$ cat src/verilog/rcm_pkg.sv
// package: register map, field layout and types of the reset-cause and remap block
package rcm_pkg;

  localparam int unsigned ADDR_W = 8;
  localparam int unsigned DATA_W = 32;

  // register offsets (byte addresses, one aligned word each)
  localparam logic [7:0] OFS_MAP_SEL   = 8'h00;
  localparam logic [7:0] OFS_CAUSE     = 8'h04;
  localparam logic [7:0] OFS_CAUSE_CLR = 8'h08;
  localparam logic [7:0] OFS_IRQ_STAT  = 8'h0C;
  localparam logic [7:0] OFS_IRQ_CLR   = 8'h10;
  localparam logic [7:0] OFS_IRQ_EN    = 8'h14;
  localparam logic [7:0] OFS_STATUS    = 8'h18;

  // reset cause field positions
  localparam int unsigned CAUSE_POR_BIT = 0;
  localparam int unsigned CAUSE_WDT_BIT = 1;
  localparam int unsigned CAUSE_SW_BIT  = 2;
  localparam int unsigned CAUSE_W       = 8;
  localparam int unsigned REMAP_BIT     = 0;

  // interrupt status field positions
  localparam int unsigned IRQ_REMAP_BIT = 0;
  localparam int unsigned IRQ_SWRQ_BIT  = 1;
  localparam int unsigned IRQ_W         = 2;

  // status register field positions
  localparam int unsigned ST_BOOT_BIT   = 0;
  localparam int unsigned ST_FACT_BIT   = 1;

  // reset values
  localparam logic [CAUSE_W-1:0] CAUSE_RST = 8'h00;
  localparam logic               REMAP_RST = 1'b0;

  // vector region and mirrored base
  localparam logic [31:0] VEC_BASE    = 32'h0000_0000;
  localparam logic [31:0] VEC_LAST    = 32'h0000_0020;
  localparam logic [31:0] RESET_VEC   = 32'h0000_0000;
  localparam logic [31:0] SAFE_BOUND  = 32'h0008_0020;

  // timing: delay before the software reset request is raised
  localparam int unsigned SWRST_NS     = 20;
  localparam int unsigned CLK_PS       = 4000;
  localparam int unsigned SWRST_CYC    = (SWRST_NS * 1000 + CLK_PS - 1) / CLK_PS;
  localparam int unsigned SWRST_CNT_W  = 4;

  // register access strobe group
  typedef struct packed {
    logic [ADDR_W-1:0] addr;
    logic [DATA_W-1:0] wdata;
    logic              wr;
    logic              rd;
  } rcm_req_s;

  // boot phases after reset
  typedef enum logic [2:0] {
    ST_FACTORY = 3'b001,
    ST_USER    = 3'b010,
    ST_SWRST   = 3'b100
  } rcm_phase_e;

endpackage

$ cat src/verilog/rcm_core.sv
// reset-cause recording and boot memory remap logic
//////////////////////////////////////////////////////////////////////////////
// Function
// - program memory mirrored at zero after reset
// - vector region spans base up to 0x20
// - remap bit one mirrors sram at zero
// - remap bit zero mirrors program memory
// - remap selection reversible by software
// - system reset (rstn) clears remap selection; por_n alone leaves it
// - remap reversible, repeatable; once-only not enforced
// - reset starts factory code, then vector zero
// - factory code hidden from user code
// - four reset sources supported
// - all-zero cause means external pin reset
// - writing cause bit 2 in user phase forces software reset
// - watchdog timeout sets cause bit 1
// - power-on reset sets cause bit 0
// - cause flags cleared only by clear register and power-on reset
//////////////////////////////////////////////////////////////////////////////
module rcm_core
  import rcm_pkg::*;
#(
  parameter int unsigned FACTORY_CYC = 16
) (
  input  wire logic              sys_clk,
  input  wire logic              rstn,
  input  wire logic              por_n,
  input  wire logic              wdt_timeout,
  input  wire logic              boot_select_pin,
  input  wire logic              factory_done,
  input  wire logic              user_access,
  input  wire logic [31:0]       fetch_addr,
  input  wire logic [ADDR_W-1:0] reg_addr,
  input  wire logic [DATA_W-1:0] reg_wdata,
  input  wire logic              reg_wr,
  input  wire logic              reg_rd,
  output logic      [DATA_W-1:0] reg_rdata,
  output logic                   sram_at_zero,
  output logic                   in_vector_region,
  output logic                   factory_active,
  output logic                   factory_blocked,
  output logic      [31:0]       start_addr,
  output logic                   start_pulse,
  output logic                   sw_reset_req,
  output logic                   irq
);

  //////////////////////////////////////////////////////////////////////////
  // decode helper, used for every register
  function automatic logic hit(input logic [ADDR_W-1:0] a,
                               input logic [7:0]        ofs);
    hit = (a == ofs);
  endfunction

  rcm_req_s req;
  assign req = '{addr: reg_addr, wdata: reg_wdata, wr: reg_wr, rd: reg_rd};

  wire wr_map   = req.wr & hit(req.addr, OFS_MAP_SEL);
  wire wr_cause = req.wr & hit(req.addr, OFS_CAUSE);
  wire wr_cclr  = req.wr & hit(req.addr, OFS_CAUSE_CLR);
  wire wr_iclr  = req.wr & hit(req.addr, OFS_IRQ_CLR);
  wire wr_ien   = req.wr & hit(req.addr, OFS_IRQ_EN);

  //////////////////////////////////////////////////////////////////////////
  // synchronise external levels (two flops each)
  logic [2:0] sync1_q;
  logic [2:0] sync2_q;
  always_ff @(posedge sys_clk or negedge rstn) begin
    if (!rstn) begin
      sync1_q <= 3'h0;
      sync2_q <= 3'h0;
    end else begin
      sync1_q <= {boot_select_pin, wdt_timeout, factory_done};
      sync2_q <= sync1_q;
    end
  end
  wire boot_s  = sync2_q[2];
  wire wdt_s   = sync2_q[1];
  wire fdone_s = sync2_q[0];

  //////////////////////////////////////////////////////////////////////////
  // reset cause flags: kept on power-on domain only
  logic [CAUSE_W-1:0] cause_q;
  logic [CAUSE_W-1:0] cause_d;
  logic               wdt_seen_q;
  logic               swrst_fire;
  wire                wdt_rise = wdt_s & ~wdt_seen_q;

  always_comb begin
    cause_d = cause_q;
    // clear register only lowers flags
    if (wr_cclr) begin
      cause_d = cause_d & ~reg_wdata[CAUSE_W-1:0];
    end
    // set wins over a clear in the same cycle
    if (wdt_rise) begin
      cause_d[CAUSE_WDT_BIT] = 1'b1;
    end
    if (swrst_fire) begin
      cause_d[CAUSE_SW_BIT] = 1'b1;
    end
    cause_d[CAUSE_W-1:3] = '0;                       // reserved bits zero
  end

  // por_n resets these flags and the watchdog edge flag; rstn leaves them alone
  always_ff @(posedge sys_clk or negedge por_n) begin
    if (!por_n) begin
      cause_q <= 8'h01;
    end else begin
      cause_q <= cause_d;
    end
  end

  // watchdog edge detect, kept across system reset too
  always_ff @(posedge sys_clk or negedge por_n) begin
    if (!por_n) begin
      wdt_seen_q <= 1'b0;
    end else begin
      wdt_seen_q <= wdt_s;
    end
  end

  //////////////////////////////////////////////////////////////////////////
  // remap selection
  logic remap_q;
  always_ff @(posedge sys_clk or negedge rstn) begin
    if (!rstn) begin
      remap_q <= REMAP_RST;
    end else if (wr_map) begin
      remap_q <= reg_wdata[REMAP_BIT];
    end
  end

  //////////////////////////////////////////////////////////////////////////
  // boot phase: factory code, user code, software reset request
  rcm_phase_e phase_q;
  rcm_phase_e phase_d;
  logic [SWRST_CNT_W-1:0] cnt_q;
  logic [SWRST_CNT_W-1:0] cnt_d;

  assign swrst_fire = wr_cause & reg_wdata[CAUSE_SW_BIT]
                      & (phase_q == ST_USER);

  always_comb begin
    phase_d = phase_q;
    cnt_d   = cnt_q;
    case (phase_q)
      ST_FACTORY: begin
        // leave factory code only in normal boot mode
        if (fdone_s && boot_s) begin
          phase_d = ST_USER;
        end
      end
      ST_USER: begin
        if (swrst_fire) begin
          phase_d = ST_SWRST;
          cnt_d   = SWRST_CNT_W'(SWRST_CYC - 1);
        end
      end
      ST_SWRST: begin
        if (cnt_q != '0) begin
          cnt_d = cnt_q - 1'b1;
        end
      end
      default: begin
        phase_d = ST_FACTORY;
      end
    endcase
  end

  always_ff @(posedge sys_clk or negedge rstn) begin
    if (!rstn) begin
      phase_q <= ST_FACTORY;
      cnt_q   <= '0;
    end else begin
      phase_q <= phase_d;
      cnt_q   <= cnt_d;
    end
  end

  //////////////////////////////////////////////////////////////////////////
  // interrupt: remap change and software reset request events
  logic [IRQ_W-1:0] ist_q;
  logic [IRQ_W-1:0] ien_q;
  logic [IRQ_W-1:0] iev;
  assign iev[IRQ_REMAP_BIT] = wr_map & (reg_wdata[REMAP_BIT] != remap_q);
  assign iev[IRQ_SWRQ_BIT]  = swrst_fire;

  always_ff @(posedge sys_clk or negedge rstn) begin
    if (!rstn) begin
      ist_q <= '0;
      ien_q <= '0;
    end else begin
      ist_q <= (ist_q & ~({IRQ_W{wr_iclr}} & reg_wdata[IRQ_W-1:0])) | iev;
      if (wr_ien) begin
        ien_q <= reg_wdata[IRQ_W-1:0];
      end
    end
  end

  //////////////////////////////////////////////////////////////////////////
  // read mux and registered outputs
  logic [DATA_W-1:0] rmux;
  always_comb begin
    rmux = '0;
    if (req.rd) begin
      if (hit(req.addr, OFS_MAP_SEL)) begin
        rmux[REMAP_BIT] = remap_q;
      end else if (hit(req.addr, OFS_CAUSE)) begin
        rmux[CAUSE_W-1:0] = cause_q;
      end else if (hit(req.addr, OFS_IRQ_STAT)) begin
        rmux[IRQ_W-1:0] = ist_q;
      end else if (hit(req.addr, OFS_IRQ_EN)) begin
        rmux[IRQ_W-1:0] = ien_q;
      end else if (hit(req.addr, OFS_STATUS)) begin
        rmux[ST_BOOT_BIT] = boot_s;
        rmux[ST_FACT_BIT] = (phase_q == ST_FACTORY);
      end
    end
  end

  // vector region compare on the current fetch
  wire vec_hit = (fetch_addr >= VEC_BASE) && (fetch_addr <= VEC_LAST);
  wire fact_entry = (phase_q == ST_FACTORY) && (phase_d == ST_USER);

  always_ff @(posedge sys_clk or negedge rstn) begin
    if (!rstn) begin
      reg_rdata        <= '0;
      sram_at_zero     <= 1'b0;
      in_vector_region <= 1'b0;
      factory_active   <= 1'b1;
      factory_blocked  <= 1'b0;
      start_addr       <= '0;
      start_pulse      <= 1'b0;
      sw_reset_req     <= 1'b0;
      irq              <= 1'b0;
    end else begin
      reg_rdata        <= rmux;
      sram_at_zero     <= remap_d_out(wr_map, reg_wdata[REMAP_BIT], remap_q);
      in_vector_region <= vec_hit;
      factory_active   <= (phase_d == ST_FACTORY);
      // user access to factory area refused
      factory_blocked  <= user_access & (phase_d != ST_FACTORY);
      start_addr       <= RESET_VEC;
      start_pulse      <= fact_entry;
      // request held until the reset controller acts
      sw_reset_req     <= (phase_d == ST_SWRST) && (cnt_d == '0);
      irq              <= |(ist_q & ien_q);
    end
  end

  // next remap value, so the mirror select tracks the write at once
  function automatic logic remap_d_out(input logic w,
                                       input logic v,
                                       input logic cur);
    remap_d_out = w ? v : cur;
  endfunction

endmodule

$ cat config.mk
export PLATFORM = sky130hd
export DESIGN_NAME = rcm_core
export DESIGN_NICKNAME = d
export VERILOG_FILES = /design/src/verilog/rcm_pkg.sv /design/src/verilog/rcm_core.sv
export SDC_FILE = /design/constraint.sdc
export NUM_CORES = 1
export LEC_CHECK = 0
export ABC_AREA = 1
export BUFFER_PORTS_ARGS = -buffer_cell sky130_fd_sc_hd__buf_4
export CORE_MARGIN = 10
export CORE_UTILIZATION = 40
export DETAILED_ROUTE_END_ITERATION = 8
export MAX_ROUTING_LAYER = met4
export PLACE_DENSITY = 0.81
export SLEW_MARGIN = 20
export SYNTH_ARGS = -nofsm -noshare
export SYNTH_HDL_FRONTEND = slang
export SYNTH_SLANG_ARGS = --single-unit
$ cat constraint.sdc
create_clock -name sys_clk -period 3.45 [get_ports sys_clk]
set_input_delay 0.345 -clock sys_clk [delete_from_list [all_inputs] [get_ports sys_clk]]
set_output_delay 0.345 -clock sys_clk [all_outputs]
set_load 0.01 [all_outputs]
# Yosys cells after proc, flatten, opt, wreduce, memory -nomap -nowiden
# Cells that the tools add are included.
# word_totals
reg_bits,36
wordCells,80
# op_classes
n_addsub,1
order_cmp,2
n_eq_ne,14
mux,17
n_bitwise,18
n_reduce_logical,10
# op_table
cell,count
$ge 32x1->1 const B,1
$le 32x6->1 const B,1
$eq 8x5->1 const B,3
$eq 8x4->1 const B,2
$and 1x1->1,10
$mux 3,3
$pmux 3 s3,1
$eq 8x3->1 const B,1
$logic_not 8->1,1
$mux 2,4
$mux 4,2
$mux 8,1
$pmux 4 s2,1
$mux 7,1
$and 2x2->2,3
$eq 3x1->1 const B,2
$eq 3x2->1 const B,2
$eq 3x3->1 const B,2
$logic_and 1x1->1,4
$logic_not 4->1,1
$mux 1,4
$reduce_bool 2->1,2
$reduce_bool 4->1,1
$sub 4x1->4 const B,1
8 further kinds,8

# Depth between registers and ports, before layout
# depth
word_depth,8
mapped_depth,10
mapped_depth_nobuf,10

# Least setup slack after synthesis
# No wires, ideal clock.
# synth_path
path_kind,register to register
from,register phase_q[0]
to,register sw_reset_req
arrival_ps,1163
path_slack_ps,2171
path_stages_with_launch,9
period_less_slack_ps,1279
path_cell_list,dfstp_2 > inv_2 > nand3_2 > inv_2 > or2_4 > nand3_1 > nand2_1 > nand2_1 > nor2_2
# synth_between
elab_chain_cells,6
# synth_rtl
element,line_no,source
start: declaration,rcm_core.sv:136,rcm_phase_e phase_q;
start signal: assignment,rcm_core.sv:176,phase_q <= phase_d;
$eq 3x2->1,"rcm_core.sv:142, rcm_core.sv:147",
$and 1x1->1,rcm_core.sv:142,& (phase_q == ST_USER);
$mux 3 / $mux 4 (equally long branches),rcm_core.sv:155,if (swrst_fire) begin
$pmux 3 s3 / $pmux 4 s2 (equally long branches),rcm_core.sv:147,case (phase_q)
$eq 3x3->1 / $logic_not 4->1 (equally long branches),rcm_core.sv:247,sw_reset_req <= (phase_d == ST_SWRST) && (cnt_d == '0);
$logic_and 1x1->1 (*),rcm_core.sv:247,
end signal: assignment,rcm_core.sv:247,
end: declaration,rcm_core.sv:44,"output logic sw_reset_req,"
# Mark *: on every way between the ends. The rest lies on a longest branch, timed or not.
# A chain may end at the register's enable or synchronous reset.

# Worst setup path in the final report
# layout_path
from,register cnt_q[0]
to,register sw_reset_req
# layout_between
elab_chain_cells,5
# layout_rtl
element,line_no,source
start: declaration,rcm_core.sv:138,logic [SWRST_CNT_W-1:0] cnt_q;
start signal: assignment,rcm_core.sv:177,cnt_q <= cnt_d;
$sub 4x1->4 / $reduce_bool 4->1 (equally long branches),"rcm_core.sv:162, rcm_core.sv:161",
$mux 4,rcm_core.sv:161,if (cnt_q != '0) begin
$pmux 4 s2 (*),rcm_core.sv:147,
$logic_not 4->1 (*),rcm_core.sv:247,
$logic_and 1x1->1 (*),rcm_core.sv:247,
# Marked as above.

==> run summary <==
Netlist cell types - 31
Clock power frac - 41.8%
Multi-input logic area - 828.3 sq um
Largest net degree at the start of global routing - 28
Number of I/O pins - 152
Launch point of the worst reg-to-reg path - cnt_q[0]$_DFF_PN0_
DRC - 0
FFs w/ async S/R, synth - 100.0%
Core Rows - 25
Worst VDD drop - 0.0001932 V
Synth Area in Adders - 0.6418%
WHS Path Cells - 1
Clock buffer depth - 2
Ant diodes - 0
DP Worst Slack - 2023 ps
Endpoints failing setup - 0
Synthesized area - 1949 sq um
R2r endpoint - sw_reset_req$_DFF_PN0_
Period utilisation layout - 41.40%
Worst-path fanout max - 4
Total clock sinks - 31
Crit start category - flip-flop
TritonCTS clock tree - built
Final total power - 879.5 uW
Tmin final - 1428 ps
Leakage - 0.001329 uW
Setup slack after layout - 2022 ps
Pwr per Cell Area - 367.1 nW/um^2
Port Buf Inserts - 61
Max_cap viols - 0
YS warnings - 0
Post-synthesis mux area share - 0%
DR WL/cell - 12.29 um
Final ANT Viol Nets - 0
Max frequency - 700.1 MHz
End of the worst hold path - sync1_q[0]$_DFF_PN0_
Simple-Gate Fraction of Synth Area - 24.39%
Routed wire length - 4647 um
R2R cell count - 10
Gr usage total - 11.69%
Number of vias per cell - 4.146
Clock root cell - clkbuf_8
Reg clk slew, reported paths - 70 ps
RSZ-0062 raised after global routing - no
Number of flops mapped to enable cells by yosys - 0
Total number of vias - 1567
Area grow syn2layout - 22.91%
DRT iter0 DRCs - 72
Arr. time, crit path - 1610 ps
Largest family of logic cells by synthesized area - buffers and inverters
Die Ht - 89.81 um
Mean Syn Cell Area - 8.089 sq um
DRT Pass-1 Iters - 5
Compound-Gate Fraction of Synth Area - 5.263%
Share of layout cells above drive strength 1 - 28.62%
Switching Power - 214.5 uW
Antenna violations before repair - 0
Reg power frac - 43.6%
First-pass GRT wire length - 7707 um
Status - finished clean
Clock skew - 3.471 ps
Register area share after synthesis - 39.99%
Yosys reg bits - 31
Hold Startpoint - factory_done
Flop2flop setup slack - 2020 ps
Fin. Hold Viols - 0
Vias in the first global route - 1676
CP required - 3630 ps
Core area - 4723 sq um
Comb power frac - 14.6%
CP Class - flip-flop to flip-flop
Core Util, Final - 50.73%
Largest cells by area after synthesis - dfrtp_1, buf_4, nand2_1
Dpl hpwl - 4052 um
Xor/xnor share of the synthesized area - 0.4493%
GPL Wtd Cong - 0.8856
Area share of the largest cell type after synthesis - 35.94%
Layout fillers - 451
Net Sw Frac - 24.39%
Setup TNS - 0 ps
Clock Latency Late Sink - 280 ps
DIE AREA - 8066 sq um
Post-synthesis instance total - 241
Internal - 665.0 uW
Initial core utilization - 41.27%
Synth area leader - dfrtp_1
Sequential standard cell area - 779.5 sq um
Nets - 392
# H-tree levels - 2
Setup crit end kind - flip-flop
Grt ovf - 0
Fin. max-slew vios - 0
Top_reg_cell synth - dfrtp_1
Worst Hold Class - input pin to flip-flop
Most frequent cell after synthesis - buf_4
Die W - 89.81 um
CTS buffer count - 5
Top cells by count, synth - buf_4, nand2_1, dfrtp_1
[metrics by stage]
stage | instance area (sq um) | hold WS (ps) | cells
CTS | 2396 | 159.7 | 378
detailed placement | 2258 | 144.8 | 368
floorplan | 2175 | 49.41 | 301
finish | 2396 | 168.2 | 378
global placement | 2258 | 142.4 | 368
global route | 2396 | 153.7 | 378
[how the worst max path moves through the flow]
stage | slack, ps | endpoint | start | cells past startpoint
after floorplan | 2170 | sw_reset_req$_DFF_PN0_ | phase_q[0]$_DFF_PN1_ | 8
after global placement | 2030 | sw_reset_req$_DFF_PN0_ | reg_addr[3] | 9
after detailed placement | 2020 | sw_reset_req$_DFF_PN0_ | reg_addr[3] | 9
after CTS | 2030 | sw_reset_req$_DFF_PN0_ | cnt_q[0]$_DFF_PN0_ | 10
after global routing | 1830 | sw_reset_req$_DFF_PN0_ | cnt_q[0]$_DFF_PN0_ | 10
final | 2020 | sw_reset_req$_DFF_PN0_ | cnt_q[0]$_DFF_PN0_ | 10
[cell usage in the layout (no fill, tap or decap)]
master,count
and3_1,1
nor2_4,2
inv_2,6
ha_1,1
o21ai_0,11
a21oi_1,4
dfstp_2,3
nand3_2,1
a31oi_1,1
nand3b_1,1
nor3b_1,1
conb_1,61
xnor2_1,1
or2_0,2
nor3_1,1
nand2_1,39
inv_1,23
clkbuf_8,6
nand3_1,18
or2_4,1
nor4_1,5
nor2_1,17
a22o_1,1
nand4_1,2
dlygate4sd3_1,2
o21ai_1,1
clkinv_2,1
dfrtp_1,28
or2_2,1
nand2_2,2
o21a_1,1
nor3_2,2
nor2_2,2
bufinv_16,1
buf_4,61
[layer usage]
layer	track usage, %	part of all wire (%)
met3	6.899	11
met1	11.77	39
met2	18.28	48
met4	4.582	1.9
met5	-	0
[power groups by stage]
stage                     Combinational (uW)  Clock [uW]  Sequential [uW]
after global routing                     144         387              386
after global placement                   121           0              390
after CTS                                126         374              384
after floorplan                          109           0              391
final                                    128         367              384
after detailed placement                 124           0              390
[cell families after synthesis]
kind of cell / count (synthesis)
other: 1
AOI/OAI and AO/OA: 19
xor gates and xnor gates: 1
and+or+nand+nor: 98
adders and majority gates: 1
DFF: 31
buffers and inverters: 90
[layout make-up]
class / count / area share [%]
Clock buffer: 6 / 3.446
Clock inverter: 2 / 1.462
Inverter: 29 / 4.543
Multi-Input combinational cell: 180 / 34.57
Sequential cell: 31 / 32.53
Tap cell: 67 / 3.499
Timing Repair Buffer: 63 / 19.95
[registers in the layout, indices dropped and copies added (netlist names)]
| name | cells |
|---|---|
| cause_q | 3 |
| cnt_q | 4 |
| factory_active | 1 |
| factory_blocked | 1 |
| ien_q | 2 |
| in_vector_region | 1 |
| irq | 1 |
| ist_q | 2 |
| phase_q | 3 |
| reg_rdata | 3 |
| sram_at_zero | 1 |
| start_pulse | 1 |
| sw_reset_req | 1 |
| sync1_q | 3 |
| sync2_q | 3 |
| wdt_seen_q | 1 |
[critical path: stages (launching register included)]
cell and delay, ps:
dfrtp_1 350, inv_1 80, ha_1 230, nand2_1 100, nor2_1 40, nor2_1 130
nand3_1 110, nand3_1 100, nand2_1 60, nand2_1 100, nor2_2 40
[repair_timing]
| item | in CTS | in global routing |
|---|---|---|
| setup buffers | 0 | 0 |
| hold buffers | 2 | 0 |
| hold endpoints to repair | 28 | 0 |
| resized for setup | 0 | 0 |
(Power assumes the default switching activity.)
